$ cat src/plsbc_consts.svh
// Constants for the link buffer status and command policy registers.
`ifndef PLSBC_CONSTS_SVH
`define PLSBC_CONSTS_SVH
`define PLSBC_ADDR_STATUS_CTRL 8'h35
`define PLSBC_ADDR_POLICY      8'h36
`define PLSBC_ADDR_RX_COUNT    8'h39
`define PLSBC_BIT_FSM_ENA      7
`define PLSBC_BIT_RX_FULL      6
`define PLSBC_BIT_FIFO_INIT    5
`define PLSBC_BIT_FIFO_RECV    4
`define PLSBC_BIT_BOTH_FULL    3
`define PLSBC_BIT_PING_TO      2
`define PLSBC_BIT_RESUME       1
`define PLSBC_BIT_CONT         0
`define PLSBC_BIT_NO_FIFO      7
`define PLSBC_BIT_NO_SEAL      6
`define PLSBC_BIT_NO_UART      5
`define PLSBC_BIT_NO_IDLE      4
`define PLSBC_BIT_SWAP         0
`define PLSBC_RST_FSM_ENA      1'h1
`define PLSBC_RST_NO_UART      1'h1
`define PLSBC_PING_TO_US       268500
`define PLSBC_CLK_MHZ          25
`define PLSBC_PING_TO_CYC      (`PLSBC_PING_TO_US * `PLSBC_CLK_MHZ)
`endif

$ cat src/plsbc_pkg.sv
// Types shared by the link buffer control block.
package plsbc_pkg;
  typedef enum logic [2:0] {
    PLSBC_REQ_DATA_OUT = 3'h0,
    PLSBC_REQ_SYS_FIFO = 3'h1,
    PLSBC_REQ_SYS_SEAL = 3'h2,
    PLSBC_REQ_SYS_IDLE = 3'h3,
    PLSBC_REQ_UART     = 3'h4,
    PLSBC_REQ_OTHER    = 3'h5
  } plsbc_req_e;
  typedef struct packed {
    logic       valid;
    plsbc_req_e kind;
  } plsbc_req_s;
  typedef struct packed {
    logic valid;
    logic ack;
  } plsbc_ans_s;
  typedef struct packed {
    logic       valid;
    logic [6:0] count_m1;
  } plsbc_pkt_s;
endpackage

$ cat src/plsbc_top.sv
// Slave link buffer status, control and command policy registers.
//
// Summary of operation
// Link state machine runs while enable bit set.
// Arriving packet sets buffer-full flag and count.
// Host writes one to clear buffer-full flag.
// Data-out request refused while buffer full.
// Host clears flag after reading received data.
// Bits five, four show bulk initiator/receiver.
// Bulk: both buffers full flag, refuse data-out.
// Flag set when last poll over 268.5ms.
// Poll timeout only flags, no other action.
// Resume request bit auto-clears when resume done.
// Continuous stream auto-sends packets after done; the block re-arms the run only in bulk mode as initiator.
// Host loads next packet before previous done.
// Policy bit seven refuses FIFO system request.
// Policy bit six refuses seal system request.
// Policy bit five refuses UART requests, default.
// Policy bit four refuses idle system request.
// Swap bit gives host RAM readback.
// Host keeps swap clear when triggering.
// Run trigger starts command, clears when sent.
// Received count stored minus one, seven bits.
// Unused policy bits ignore writes, read zero.
`timescale 1ns/1ps
`include "plsbc_consts.svh"
module plsbc_top #(
  parameter int PING_TO_CYC = `PLSBC_PING_TO_CYC,
  parameter int FIFO_DEPTH  = 32
) (
  // Clock and reset
  input  wire logic                 clk,
  input  wire logic                 sys_rst,
  input  wire logic                 clk_en,
  // Register port
  input  wire logic                 reg_wr,
  input  wire logic                 reg_rd,
  input  wire logic [7:0]           reg_addr,
  input  wire logic [7:0]           reg_wdata,
  output logic      [7:0]           reg_rdata,
  // Link engine events
  input  wire logic                 ping_seen,
  input  wire plsbc_pkg::plsbc_req_s link_req,
  output plsbc_pkg::plsbc_ans_s      link_ans,
  input  wire plsbc_pkg::plsbc_pkt_s rx_pkt,
  input  wire logic                 bulk_mode,
  input  wire logic                 bulk_initiator,
  input  wire logic                 bulk_receiver,
  input  wire logic                 rx_buf_release,
  input  wire logic                 resume_done,
  input  wire logic                 cmd_sent,
  input  wire logic                 cmd_done,
  input  wire logic                 host_run_trigger,
  // Received data stream
  input  wire logic                 rx_data_valid,
  output logic                      rx_data_ready,
  input  wire logic [7:0]           rx_data,
  output logic                      host_data_valid,
  input  wire logic                 host_data_ready,
  output logic      [7:0]           host_data,
  // Control outputs to the link engine
  output logic                      fsm_enable,
  output logic                      resume_request,
  output logic                      run_active,
  output logic                      ram_swap
);
  // ==========================================================================
  // Registers
  logic       rx_full;
  logic [1:0] bufs_used;
  logic       both_full;
  logic       fifo_init;
  logic       fifo_recv;
  logic       ping_to;
  logic       cont_stream;
  logic       no_fifo;
  logic       no_seal;
  logic       no_uart;
  logic       no_idle;
  logic [6:0] rx_count;
  logic [$clog2(PING_TO_CYC+1)-1:0] ping_cnt;
  logic       wr_stat;
  logic       wr_pol;
  logic       stat_clr;
  logic       next_ack;
  logic [7:0] stat_word;
  logic [7:0] pol_word;

  assign wr_stat  = clk_en && reg_wr && (reg_addr == `PLSBC_ADDR_STATUS_CTRL);
  assign wr_pol   = clk_en && reg_wr && (reg_addr == `PLSBC_ADDR_POLICY);
  assign stat_clr = wr_stat && reg_wdata[`PLSBC_BIT_RX_FULL];
  assign stat_word = {fsm_enable, rx_full, fifo_init, fifo_recv,
                      both_full, ping_to, resume_request, cont_stream};
  assign pol_word  = {no_fifo, no_seal, no_uart, no_idle, 3'h0, ram_swap};

  // ==========================================================================
  // Control bits written by the host
  // Reserved policy bits have no storage, which is why they always read back as zero.
  always_ff @(posedge clk or posedge sys_rst) begin
    if (sys_rst) begin
      fsm_enable  <= `PLSBC_RST_FSM_ENA;
      cont_stream <= 1'h0;
      no_fifo     <= 1'h0;
      no_seal     <= 1'h0;
      no_uart     <= `PLSBC_RST_NO_UART;
      no_idle     <= 1'h0;
      ram_swap    <= 1'h0;
    end else if (clk_en) begin
      if (wr_stat) begin
        fsm_enable  <= reg_wdata[`PLSBC_BIT_FSM_ENA];
        cont_stream <= reg_wdata[`PLSBC_BIT_CONT];
      end
      if (wr_pol) begin
        no_fifo  <= reg_wdata[`PLSBC_BIT_NO_FIFO];
        no_seal  <= reg_wdata[`PLSBC_BIT_NO_SEAL];
        no_uart  <= reg_wdata[`PLSBC_BIT_NO_UART];
        no_idle  <= reg_wdata[`PLSBC_BIT_NO_IDLE];
        ram_swap <= reg_wdata[`PLSBC_BIT_SWAP];
      end
    end
  end

  // ==========================================================================
  // Resume request and run trigger, both self-clearing
  // A new request outranks a completion in the same cycle, so a request is never lost.
  always_ff @(posedge clk or posedge sys_rst) begin
    if (sys_rst) begin
      resume_request <= 1'h0;
    end else if (clk_en) begin
      if (wr_stat && reg_wdata[`PLSBC_BIT_RESUME]) begin
        resume_request <= 1'h1;
      end else if (resume_done) begin
        resume_request <= 1'h0;
      end
    end
  end

  // A fresh trigger outranks the end of the previous command, so a trigger that lands
  // in the cycle in which the old command leaves is not lost.
  always_ff @(posedge clk or posedge sys_rst) begin
    if (sys_rst) begin
      run_active <= 1'h0;
    end else if (clk_en) begin
      if (host_run_trigger) begin
        run_active <= 1'h1;
      end else if (cmd_done && cont_stream && bulk_mode && bulk_initiator) begin
        run_active <= 1'h1;
      end else if (cmd_sent) begin
        run_active <= 1'h0;
      end
    end
  end

  // ==========================================================================
  // Receive buffer tracking; a new packet wins over a same-cycle clear
  // In bulk mode two buffers alternate; the count saturates so a stray packet cannot
  // wrap it, and leaving bulk mode forgets both buffers.
  always_ff @(posedge clk or posedge sys_rst) begin
    if (sys_rst) begin
      rx_full   <= 1'h0;
      rx_count  <= 7'h00;
      bufs_used <= 2'h0;
      both_full <= 1'h0;
    end else if (clk_en) begin
      if (rx_pkt.valid) begin
        rx_full  <= 1'h1;
        rx_count <= rx_pkt.count_m1;
      end else if (stat_clr) begin
        rx_full <= 1'h0;
      end
      if (!bulk_mode) begin
        bufs_used <= 2'h0;
        both_full <= 1'h0;
      end else begin
        case ({rx_pkt.valid, rx_buf_release})
          2'b10: begin
            bufs_used <= (bufs_used == 2'h2) ? 2'h2 : bufs_used + 2'h1;
            both_full <= (bufs_used != 2'h0);
          end
          2'b01: begin
            bufs_used <= (bufs_used == 2'h0) ? 2'h0 : bufs_used - 2'h1;
            both_full <= 1'h0;
          end
          default: begin
            both_full <= (bufs_used == 2'h2);
          end
        endcase
      end
    end
  end

  // ==========================================================================
  // Bulk role mirrors
  // The role bits only follow the link engine; writes to them are ignored.
  always_ff @(posedge clk or posedge sys_rst) begin
    if (sys_rst) begin
      fifo_init <= 1'h0;
      fifo_recv <= 1'h0;
    end else if (clk_en) begin
      fifo_init <= bulk_initiator;
      fifo_recv <= bulk_receiver;
    end
  end

  // ==========================================================================
  // Poll timeout monitor; it only drives the status flag
  // The counter parks at the limit, so the flag stays up until the next poll without
  // further counting; nothing else in the block reacts to it.
  always_ff @(posedge clk or posedge sys_rst) begin
    if (sys_rst) begin
      ping_cnt <= '0;
      ping_to  <= 1'h0;
    end else if (clk_en) begin
      if (ping_seen) begin
        ping_cnt <= '0;
        ping_to  <= 1'h0;
      end else if (ping_cnt != ($bits(ping_cnt))'(PING_TO_CYC)) begin
        ping_cnt <= ping_cnt + ($bits(ping_cnt))'(1);
      end else begin
        ping_to <= 1'h1;
      end
    end
  end

  // ==========================================================================
  // Answers to requests from the master
  // The decision uses the flags as they stand when the request is taken, so a packet
  // that lands in the same cycle does not yet count against that request.
  always_comb begin
    next_ack = 1'h1;
    case (link_req.kind)
      plsbc_pkg::PLSBC_REQ_DATA_OUT: begin
        next_ack = !rx_full && !both_full;
      end
      plsbc_pkg::PLSBC_REQ_SYS_FIFO: begin
        next_ack = !no_fifo;
      end
      plsbc_pkg::PLSBC_REQ_SYS_SEAL: begin
        next_ack = !no_seal;
      end
      plsbc_pkg::PLSBC_REQ_SYS_IDLE: begin
        next_ack = !no_idle;
      end
      plsbc_pkg::PLSBC_REQ_UART: begin
        next_ack = !no_uart;
      end
      default: begin
        next_ack = 1'h1;
      end
    endcase
  end

  always_ff @(posedge clk or posedge sys_rst) begin
    if (sys_rst) begin
      link_ans <= '0;
    end else if (clk_en) begin
      link_ans.valid <= link_req.valid && fsm_enable;
      link_ans.ack   <= next_ack;
    end
  end

  // ==========================================================================
  // Register read-back
  always_ff @(posedge clk or posedge sys_rst) begin
    if (sys_rst) begin
      reg_rdata <= 8'h00;
    end else if (clk_en && reg_rd) begin
      case (reg_addr)
        `PLSBC_ADDR_STATUS_CTRL: begin
          reg_rdata <= stat_word;
        end
        `PLSBC_ADDR_POLICY: begin
          reg_rdata <= pol_word;
        end
        `PLSBC_ADDR_RX_COUNT: begin
          reg_rdata <= {1'h0, rx_count};
        end
        default: begin
          reg_rdata <= 8'h00;
        end
      endcase
    end
  end

  // ==========================================================================
  // Received data buffer
  // Received bytes wait here until the host drains them; ready falls once it is full.
  plsbc_fifo #(
    .WIDTH (8),
    .DEPTH (FIFO_DEPTH)
  ) u_fifo (
    .clk       (clk),
    .sys_rst   (sys_rst),
    .clk_en    (clk_en),
    .in_valid  (rx_data_valid),
    .in_ready  (rx_data_ready),
    .in_data   (rx_data),
    .out_valid (host_data_valid),
    .out_ready (host_data_ready),
    .out_data  (host_data)
  );
endmodule

$ cat src/plsbc_fifo.sv
// Synchronous FIFO with valid and ready on both sides and registered read data.
`timescale 1ns/1ps
module plsbc_fifo #(
  parameter int WIDTH = 8,
  parameter int DEPTH = 32
) (
  // Clock and reset
  input  wire logic             clk,
  input  wire logic             sys_rst,
  input  wire logic             clk_en,
  // Fill side
  input  wire logic             in_valid,
  output logic                  in_ready,
  input  wire logic [WIDTH-1:0] in_data,
  // Drain side
  output logic                  out_valid,
  input  wire logic             out_ready,
  output logic      [WIDTH-1:0] out_data
);
  localparam int AW = $clog2(DEPTH);
  logic [WIDTH-1:0] mem [DEPTH];
  logic [AW-1:0]    wr_ptr;
  logic [AW-1:0]    rd_ptr;
  logic [AW:0]      fill;
  logic             do_wr;
  logic             do_rd;
  logic             do_pop;

  // Read data sits in a register that counts as storage, so fill covers memory and out_data.
  assign do_wr  = in_valid && in_ready;
  assign do_pop = out_valid && out_ready;
  assign do_rd  = (fill != (AW+1)'(out_valid)) && (!out_valid || out_ready);

  always_ff @(posedge clk) begin
    if (clk_en && do_wr) begin
      mem[wr_ptr] <= in_data;
    end
  end

  always_ff @(posedge clk or posedge sys_rst) begin
    if (sys_rst) begin
      wr_ptr    <= '0;
      rd_ptr    <= '0;
      fill      <= '0;
      in_ready  <= 1'h1;
      out_valid <= 1'h0;
      out_data  <= '0;
    end else if (clk_en) begin
      if (do_wr) begin
        wr_ptr <= wr_ptr + AW'(1);
      end
      if (do_rd) begin
        rd_ptr   <= rd_ptr + AW'(1);
        out_data <= mem[rd_ptr];
        out_valid <= 1'h1;
      end else if (out_ready) begin
        out_valid <= 1'h0;
      end
      case ({do_wr, do_pop})
        2'b10: begin
          fill     <= fill + (AW+1)'(1);
          in_ready <= (fill + (AW+1)'(1)) != (AW+1)'(DEPTH);
        end
        2'b01: begin
          fill     <= fill - (AW+1)'(1);
          in_ready <= 1'h1;
        end
        default: begin
          fill <= fill;
        end
      endcase
    end
  end
endmodule

$ cat config.mk
export PLATFORM = sky130hd
export DESIGN_NAME = plsbc_top
export DESIGN_NICKNAME = d
export VERILOG_FILES = /design/src/plsbc_pkg.sv /design/src/plsbc_top.sv /design/src/plsbc_fifo.sv
export VERILOG_INCLUDE_DIRS = /design/src
export SDC_FILE = /design/constraint.sdc
export NUM_CORES = 1
export LEC_CHECK = 0
export BUFFER_PORTS_ARGS = -buffer_cell sky130_fd_sc_hd__buf_4
export CAP_MARGIN = 40
export CORE_ASPECT_RATIO = 0.5
export CORE_MARGIN = 3
export CORE_UTILIZATION = 61
export DETAILED_ROUTE_END_ITERATION = 6
export MAX_ROUTING_LAYER = met4
export PLACE_DENSITY_LB_ADDON = 0.3
export SYNTH_ARGS = -nofsm -noshare
export SYNTH_HDL_FRONTEND = slang
export SYNTH_HIERARCHICAL = 1
export SYNTH_SLANG_ARGS = --single-unit
$ cat constraint.sdc
create_clock -name clk -period 2.61 [get_ports clk]
set_clock_uncertainty 0.2 [all_clocks]
set_input_delay 0.522 -clock clk [delete_from_list [all_inputs] [get_ports clk]]
set_output_delay 0.522 -clock clk [all_outputs]
set_load 0.02 [all_outputs]
==> impl_summary.md, run 1 <==
Status
The flow ran to the end, and the final reports show no timing, DRC or antenna violations.

Power and ir drop
Dividing total power by cell area gives a power density of 865.0 nW/um^2. The peak supply drop is 0.5934 mV. Summed over all cells, the static leakage comes to 6.035 nW. The design draws 14.32 mW.

Placement
The HPWL reported at the end of detailed placement is 19.86 mm. The number of placed instances, taps included is 1300. In this run the tool buffered the top-level ports with 73 buffer cells. The final weighted congestion in routability-driven placement is 0.8736. The worst setup timing slack at the placement stage is 0.1726 ns.

Global routing
The number of antenna violations at the first check in global routing is 0. The largest net degree at the start of global routing is 40. The sum of overflow across all layers after global routing is 0.

The number of global-route vias before repair was 8703. The global router's overall resource usage is 25.01%. The first global-routing pass estimated 48.25 mm of wire.

Clocking
Post-CTS timing repair inserted 0 buffers for setup. For the worst-skew pair, the clock arrives at the later sink with an insertion delay of 0.55 ns. The clock tree buffer depth is 3.

The H-tree depth is 1. The root buffer cell chosen for the clock tree is sky130_fd_sc_hd__clkbuf_16. The TritonCTS clock tree is built.

The clock-pin slew on the worst setup and hold paths is 0.07 ns. The total number of clock tree sinks is 338. Counting the buffers created by CTS gives 29.

STA
In the finished design, the share of the clock period the worst path needs comes to 94.66%. The post-route minimum period is 2.471 ns. The number of endpoints with negative hold slack in the final report came to 0. The highest clock frequency the design can meet is 404.7 MHz.

Hold is met by 0.02192 ns. At the pin with the least slew margin, the transition time is 0.8001 ns. The number of pins with negative max-slew slack in the final report is 0. Setup violations remaining at the end of the flow were counted as 0. Setup repair after global routing left no endpoint under its margin. Adding up every negative setup slack in the final design gives 0 ns. Measured against its own limit, the worst slew margin works out to 46.55%.

Once routing completed, OpenROAD measured the worst setup slack at 0.1393 ns.

Die
The effective utilization at floorplan is 62.62%. The die is 114.6 um tall. The die footprint is 25590 um^2. The overall die width is 223.2 um. Row generation in the floorplan step produced 39 rows.

The core outline area is 22980 um^2. During I/O placement, the number of pins put on the boundary was 76.

Cells and area
After filler insertion, the fill cell instance count of the layout stands at 1366. The fraction of final layout cells sized beyond drive strength 1 is 24.34%. The diode insertion count for antenna repair is 0. The post-layout instance count excluding filler cells is 1363. In the final design database the tool counted 1103 nets. Relative to the synthesized area, the layout overhead comes to 15.01%.

Synthesis
After synthesis, the netlist uses 74 different library cells. The share of the synthesized area in the top cell type is 53.41%. By count the netlist is led by sky130_fd_sc_hd__edfxtp_1 (256), sky130_fd_sc_hd__dfrtp_1 (79), sky130_fd_sc_hd__mux2i_1 (62), sky130_fd_sc_hd__nor2_1 (52), sky130_fd_sc_hd__nand2_1 (46). The fraction of the yosys area taken by sequential cells is 67.70%. The most used flip-flop cell after synthesis is sky130_fd_sc_hd__edfxtp_1.

The biggest area contributor in the post-synthesis netlist is sky130_fd_sc_hd__edfxtp_1. The synthesized netlist occupies a cell area of 14390 um^2. In this run, synthesis inferred 256 flip-flops with an integrated enable. The number of nets in the synthesized netlist is 979.

sky130_fd_sc_hd__edfxtp_1 is the most common cell in the netlist. In the synthesized netlist the async set-or-reset flop fraction comes to 24.26%. The register bit total from synthesis is 338.

Counting every instance in the synthesized netlist gives 910. Dividing the synthesized area by the synthesized cell count gives 15.82 um^2. During synthesis, Yosys emitted a total of 6 warnings. Ranked by total cell area, the synthesized netlist is headed by sky130_fd_sc_hd__edfxtp_1 (53%), sky130_fd_sc_hd__dfrtp_1 (14%), sky130_fd_sc_hd__mux4_2 (6.6%), sky130_fd_sc_hd__mux2i_1 (4.3%), sky130_fd_sc_hd__ha_1 (1.5%).

Setup path
The launching point of the worst reg2reg path is u_fifo/fill[3]$_DFFE_PP0P_. The signal on the critical path passes through or4_4 -> o31ai_2 -> a21o_1 -> a21oi_1 -> a22o_1. The endpoint of the most critical register-to-register path is u_fifo/out_data[6]$_DFFE_PP0P_.

The required time of the critical path is 2.84 ns. The critical path capture point type is a flip-flop. The worst-path maximum fanout is 12. Counting both buffers and inverters, the worst setup path holds a total of 0. The worst setup path is of the reg -> reg kind. The endpoint arrival time on the critical path is 2.70 ns.

Among cell families on the critical path, the largest total delay comes from compound AO/OA/AOI/OAI gates. The cell count of the worst reg-to-reg path is 5. STA classifies the critical path startpoint as a flip-flop. For flop-to-flop paths, the worst setup slack is 0.14 ns. The cell with the biggest individual delay on the critical path is sky130_fd_sc_hd__or4_4. The largest stage delay on the critical path is 0.58 ns.

Routing
The wire length on met2 is 14.55 mm. The DRC violation count after routing is 0. The total iterations of the first detailed-routing run is 7. For this block, the routed nets add up to 30.37 mm of wire. Detailed routing placed a total of 2.491 mm of wire on met3. The number of nets still failing antenna checks after routing is 0.

The ratio of routed vias to standard cells is 6.303. Dividing the detail-routed wire length by the instance count gives 22.28 um. In this run the top signal layer used is met4. The wire length the detailed router placed on met1 is 12.67 mm. The detailed-route via count is 8591. In this run, the number of DRC markers left after iteration 0 of detailed routing was 797.

Hold path
Along the worst hold path, the cell count comes to 2. The origin of the worst min-delay path is reg_wdata[7]. For hold timing, the worst endpoint is no_fifo$_DFFE_PP0P_.

The worst hold path belongs to the class in -> reg.

Flow run
The max-capacitance violation count is 0.
-- metrics by stage --
stage          cell area, um^2  util (%)
2_1_floorplan            14390         -
3_3_place_gp             15600     67.85
3_5_place_dp             15610     67.90
4_1_cts                  16550     72.02
5_1_grt                  16550     72.02
6_report                 16550     72.02
-- flip-flops by register name (all words and copies together) (netlist names), 5 cells and up --
signal,cells
u_fifo/fill,6
u_fifo/mem,256
u_fifo/wr_ptr,5
rx_count,7
u_fifo/out_data,8
ping_cnt,23
reg_rdata,8
u_fifo/rd_ptr,5
-- cell type report --
class | count | area [um^2] | area share, %
Clock inverter | 16 | 91.34 | 0.5518
Inverter | 20 | 75.07 | 0.4535
Sequential cell | 338 | 9749 | 58.90
Tap cell | 307 | 384.1 | 2.320
Clock buffer | 37 | 755.7 | 4.565
Multi-Input combinational cell | 502 | 4320 | 26.10
Timing Repair Buffer | 143 | 1177 | 7.113
-- worst register-to-register path, delay by kind of cell (launching register included) --
kind             cells  cell delay (ns)
AO/OA/AOI/OAI        4             1.11
AND/OR/NAND/NOR      1             0.58
flip-flops           1             0.47
-- layer usage --
layer | vias to the layer above | global-route usage, %
li1 | 3849 | -
met1 | 4328 | 34.07
met2 | 358 | 40.10
met3 | 56 | 4.790
met4 | 0 | 5.753
met5 | - | -
-- how the worst max path moves through the flow --
| stage | end | slack, ns | start | cells past startpoint |
|---|---|---|---|---|
| floorplan | u_fifo/out_data[2]$_DFFE_PP0P_ | 0.36 | u_fifo/rd_ptr[0]$_DFFE_PP0P_ | 6 |
| global placement | u_fifo/out_data[6]$_DFFE_PP0P_ | 0.26 | u_fifo/rd_ptr[2]$_DFFE_PP0P_ | 4 |
| detailed placement | u_fifo/out_data[6]$_DFFE_PP0P_ | 0.17 | u_fifo/fill[3]$_DFFE_PP0P_ | 5 |
| CTS | u_fifo/out_data[6]$_DFFE_PP0P_ | 0.16 | u_fifo/fill[3]$_DFFE_PP0P_ | 5 |
| global route | u_fifo/out_data[6]$_DFFE_PP0P_ | 0.05 | u_fifo/fill[3]$_DFFE_PP0P_ | 5 |
| finish | u_fifo/out_data[6]$_DFFE_PP0P_ | 0.14 | u_fifo/fill[3]$_DFFE_PP0P_ | 5 |
-- cell families (layout without fill, tap and decap cells) --
logic type,Yosys count,in the layout,synth area share (%)
flops,338,338,67.70
simple gates,190,190,7.363
buf+inv,70,216,2.286
fa+ha+maj,17,17,1.478
xor+xnor,16,16,0.9737
compound gates,157,157,7.911
mux,122,122,12.29
-- repair_timing --
action | in CTS | in global routing
gates resized for setup | 0 | 0
hold endpoints to repair | 41 | 0
hold buffers | 10 | 0
-- where the power goes --
| group | internal [mW] | switching (mW) | leakage, nW | total [mW] |
|---|---|---|---|---|
| clock | 2.06 | 1.84 | 0.411 | 3.90 |
| sequential | 6.14 | 0.501 | 3.34 | 6.64 |
| combinational | 1.79 | 2.00 | 2.28 | 3.78 |
| total | 9.98 | 4.33 | 6.03 | 14.3 |
-- cells in the final DEF, fill, tap and decap left out, types with 8 or more instances in the layout --
master and instances:
sky130_fd_sc_hd__clkbuf_1 8, sky130_fd_sc_hd__dlygate4sd3_1 10, sky130_fd_sc_hd__nand3_1 18, sky130_fd_sc_hd__a221oi_1 8, sky130_fd_sc_hd__o221ai_1 8, sky130_fd_sc_hd__nand2_1 46
sky130_fd_sc_hd__clkinv_1 9, sky130_fd_sc_hd__clkbuf_16 29, sky130_fd_sc_hd__o22ai_1 8, sky130_fd_sc_hd__nand4_1 8, sky130_fd_sc_hd__inv_1 18, sky130_fd_sc_hd__o21ai_0 25
sky130_fd_sc_hd__mux4_2 42, sky130_fd_sc_hd__a21oi_1 26, sky130_fd_sc_hd__nor2b_1 8, sky130_fd_sc_hd__ha_1 17, sky130_fd_sc_hd__edfxtp_1 256, sky130_fd_sc_hd__nor2_1 52
sky130_fd_sc_hd__dfrtp_1 76, sky130_fd_sc_hd__a22o_1 20, sky130_fd_sc_hd__xnor2_1 9, sky130_fd_sc_hd__mux2_2 14, sky130_fd_sc_hd__buf_4 126, sky130_fd_sc_hd__mux2i_1 62
No activity file was read; power rests on OpenSTA's default activity.
==> run 2, diff against run 1 <==
BUFFER_PORTS_ARGS = default   (was -buffer_cell sky130_fd_sc_hd__buf_4)
CORE_UTILIZATION = 63   (was 61)
DONT_BUFFER_PORTS = 1   (was default)
==> run 2 against run 1 <==
Die area is 3.1% lower. Critical path type unchanged. Clock power up 6.7%. Via count down 2.1%. Final cell count is 4.6% lower. Utilization up 1.9 points. Hold slack gained 0.0048 ns.
==> impl_summary.md, run 2 (synthesis results as in run 1) <==
Cells and area
The register with the highest flop count is u_fifo/mem. The flip-flop count of the largest register, all copies and words added is 256 (unchanged). The post-layout instance count excluding filler cells is 1300 (-4.6%). In the final layout, the registers with the most flip-flops are u_fifo/mem (256), ping_cnt (23). The net count reported at finish was 1044 (-5.3%). The commonest non-fill, non-tap cell in the layout is sky130_fd_sc_hd__edfxtp_1. The fraction of final layout cells sized beyond drive strength 1 is 19.04% (-5.3 points).

The library cells used most frequently in the layout, excluding fill and tap cells, are sky130_fd_sc_hd__edfxtp_1 (256), sky130_fd_sc_hd__dfrtp_1 (76), sky130_fd_sc_hd__mux2i_1 (62). From synthesis to final layout, the design area changed by 13.28%. The fill cell instance count of the final layout was 1303 (-4.6%).

Routing
The detailed-route via count was 8407 (-2.1%). The number of DRC markers in iteration 0 came to 1029 (+29%). The number of nets still failing antenna checks after routing is 0 (unchanged). The total wire length after detailed routing is 31.30 mm (+3.1%).

The average wire length per cell after detail routing is 24.08 um (+8.1%). The total iterations of the first detailed-routing run is 5 (-2). The ratio of routed vias to standard cells is 6.467 (+2.6%). The DRC violation count after routing is 0 (unchanged).

STA
The final setup violation count is 0 (unchanged). The post-route clock period utilization is 92.44% (-2.2 points). The highest clock frequency the design can meet is 414.5 MHz (+2.4%). Setup repair after global routing left no endpoint under its margin. The worst hold margin is 0.02676 ns (+0.004837 ns). The total negative slack is 0 ns (unchanged).

The number of pins with negative max-slew slack in the final report is 0 (unchanged). The actual transition at the worst max-transition pin came to 0.7815 ns (-0.01861 ns). The number of endpoints with negative hold slack in the final report is 0 (unchanged). The remaining max-slew budget at the tightest pin is 47.79% (+1.2 points). The post-route minimum period is 2.413 ns (-0.05815 ns).

Die
The effective utilization at floorplan is 65.24% (+2.6 points). The core outline area is 22060 um^2 (-4.0%). The overall die width is 219.8 um (-1.6%). The height of the chip was 112.9 um (-1.5%). The number of top-level pins is 76 (unchanged). The die footprint is 24800 um^2 (-3.1%). The number of standard-cell rows in the floorplan is 38 (-2.6%).

Clocking
The total number of clock tree sinks is 338 (unchanged). The clock latency at the later pin of the worst-skew pair came to 0.56 ns (about the same). The number of setup buffers added after CTS is 0 (unchanged). The tree is rooted in a sky130_fd_sc_hd__clkbuf_16. The clock tree buffer depth came to 3 (unchanged). The H-tree depth is 1 (unchanged). TritonCTS built the clock tree. The TritonCTS buffer count is 29 (unchanged).

The clock-pin slew on the worst setup and hold paths is 0.07 ns (about the same).

Power and ir drop
The total power per unit cell area came to 884.6 nW/um^2 (+2.3%). The peak supply drop is 0.6197 mV (+4.4%). The overall power of the completed layout is 14.42 mW (+0.74%). The static leakage is 5.795 nW (-4.0%).

Global routing
The number of antenna violations at the first check in global routing came to 2 (+2). The global router's overall resource usage is 27.10% (+2.1 points). The number of global-route vias before repair is 8775 (+0.83%). The global-route wire length before repair is 49.67 mm (+2.9%). The sum of overflow across all layers after global routing came to 0 (unchanged).

The largest net degree at the start of global routing is 33 (-18%).

Setup path
The launching point of the worst reg2reg path is u_fifo/rd_ptr[0]$_DFFE_PP0P_. The required time of the critical path came to 2.85 ns (about the same). The worst setup path is captured at a flip-flop. The worst setup path is launched from a flip-flop. The worst reg-to-reg setup slack was 0.20 ns (+0.06 ns). The endpoint identified for the worst register-to-register timing path is u_fifo/out_data[1]$_DFFE_PP0P_.

The endpoint arrival time on the critical path came to 2.66 ns (-0.04 ns). The setup path with the least slack is of type reg -> reg. The worst-path maximum fanout is 16 (+4).

The cell count of the worst reg-to-reg path is 7 (+2). The end of the critical path is u_fifo/out_data[1]$_DFFE_PP0P_. The most critical setup path has its startpoint at u_fifo/rd_ptr[0]$_DFFE_PP0P_.

Placement
The number of placed instances, taps included is 1211 (-6.8%). The final weighted congestion in routability-driven placement was 0.8837 (+1.2%). The HPWL reported at the end of detailed placement is 19.49 mm (-1.9%). The number of I/O port buffers is 0 (-100%).

Status
The flow ran to the end, and the final reports show no timing, DRC or antenna violations.

Flow run
The max-capacitance violation count came to 0 (unchanged).

Hold path
The worst hold path belongs to the class in -> reg.
## run 2: layout make-up
| cell class | count | area [um^2] | area share, % |
|---|---|---|---|
| inverter | 20 | 75.07 | 0.4604 |
| tap | 300 | 375.4 | 2.302 |
| sequential | 338 | 9749 | 59.80 |
| multi-input combinational | 502 | 4320 | 26.50 |
| clock inverter | 13 | 112.6 | 0.6907 |
| antenna | 2 | 5.005 | 0.03070 |
| clock buffer | 41 | 800.8 | 4.911 |
| timing repair buffer | 84 | 865.8 | 5.310 |
## run 2: timing repair
| action | 4_1_cts | 5_1_grt |
|---|---|---|
| hold buffers | 31 | 0 |
| endpoints found under the hold margin | 340 | 0 |
| gates resized for setup | 0 | 0 |
## run 2: metrics by stage
| step | worst slack, ns | cell area [um^2] | utilization, % |
|---|---|---|---|
| global placement | 0.2669 | 14950 | 67.78 |
| finish | 0.1974 | 16300 | 73.91 |
| detailed placement | 0.2117 | 14950 | 67.78 |
| floorplan | 0.3640 | 14390 | - |
| CTS | 0.1985 | 16260 | 73.69 |
| global route | 0.04476 | 16300 | 73.91 |
## run 2: power breakdown
group | switching, mW | internal [mW]
sequential | 0.611 | 6.13
clock | 1.90 | 2.26
combinational | 1.87 | 1.65
total | 4.38 | 10.0
## run 2: routing by layer
| layer | GRT usage (%) | vias to the layer above | part of all wire [%] |
|---|---|---|---|
| li1 | - | 3737 | - |
| met1 | 36.67 | 4237 | 41 |
| met2 | 42.82 | 365 | 48 |
| met3 | 5.903 | 68 | 8.1 |
| met4 | 7.112 | 0 | 2.7 |
| met5 | - | - | 0 |
## run 2: critical path, cell delays in order (launching register included)
cell and delay [ns]:
sky130_fd_sc_hd__dfrtp_4 0.58, sky130_fd_sc_hd__buf_12 0.22, sky130_fd_sc_hd__buf_12 0.17, sky130_fd_sc_hd__mux2i_1 0.23
sky130_fd_sc_hd__o22ai_1 0.15, sky130_fd_sc_hd__a211oi_1 0.34, sky130_fd_sc_hd__o21ai_0 0.20, sky130_fd_sc_hd__a22o_1 0.21
## run 2: worst min-delay path by stage
stage | slack, ns | endpoint | startpoint | cells after the start
CTS | 0.003 | resume_request$_DFFE_PP0P_ | resume_done | 2
finish | 0.03 | resume_request$_DFFE_PP0P_ | resume_done | 2
detailed placement | 0.18 | ping_cnt[13]$_DFFE_PP0P_ | sys_rst | 1
floorplan | 0.27 | both_full$_DFFE_PP0P_ | both_full$_DFFE_PP0P_ | 1
global route | 0.02 | resume_request$_DFFE_PP0P_ | resume_done | 2
global placement | 0.18 | ping_cnt[16]$_DFFE_PP0P_ | sys_rst | 1
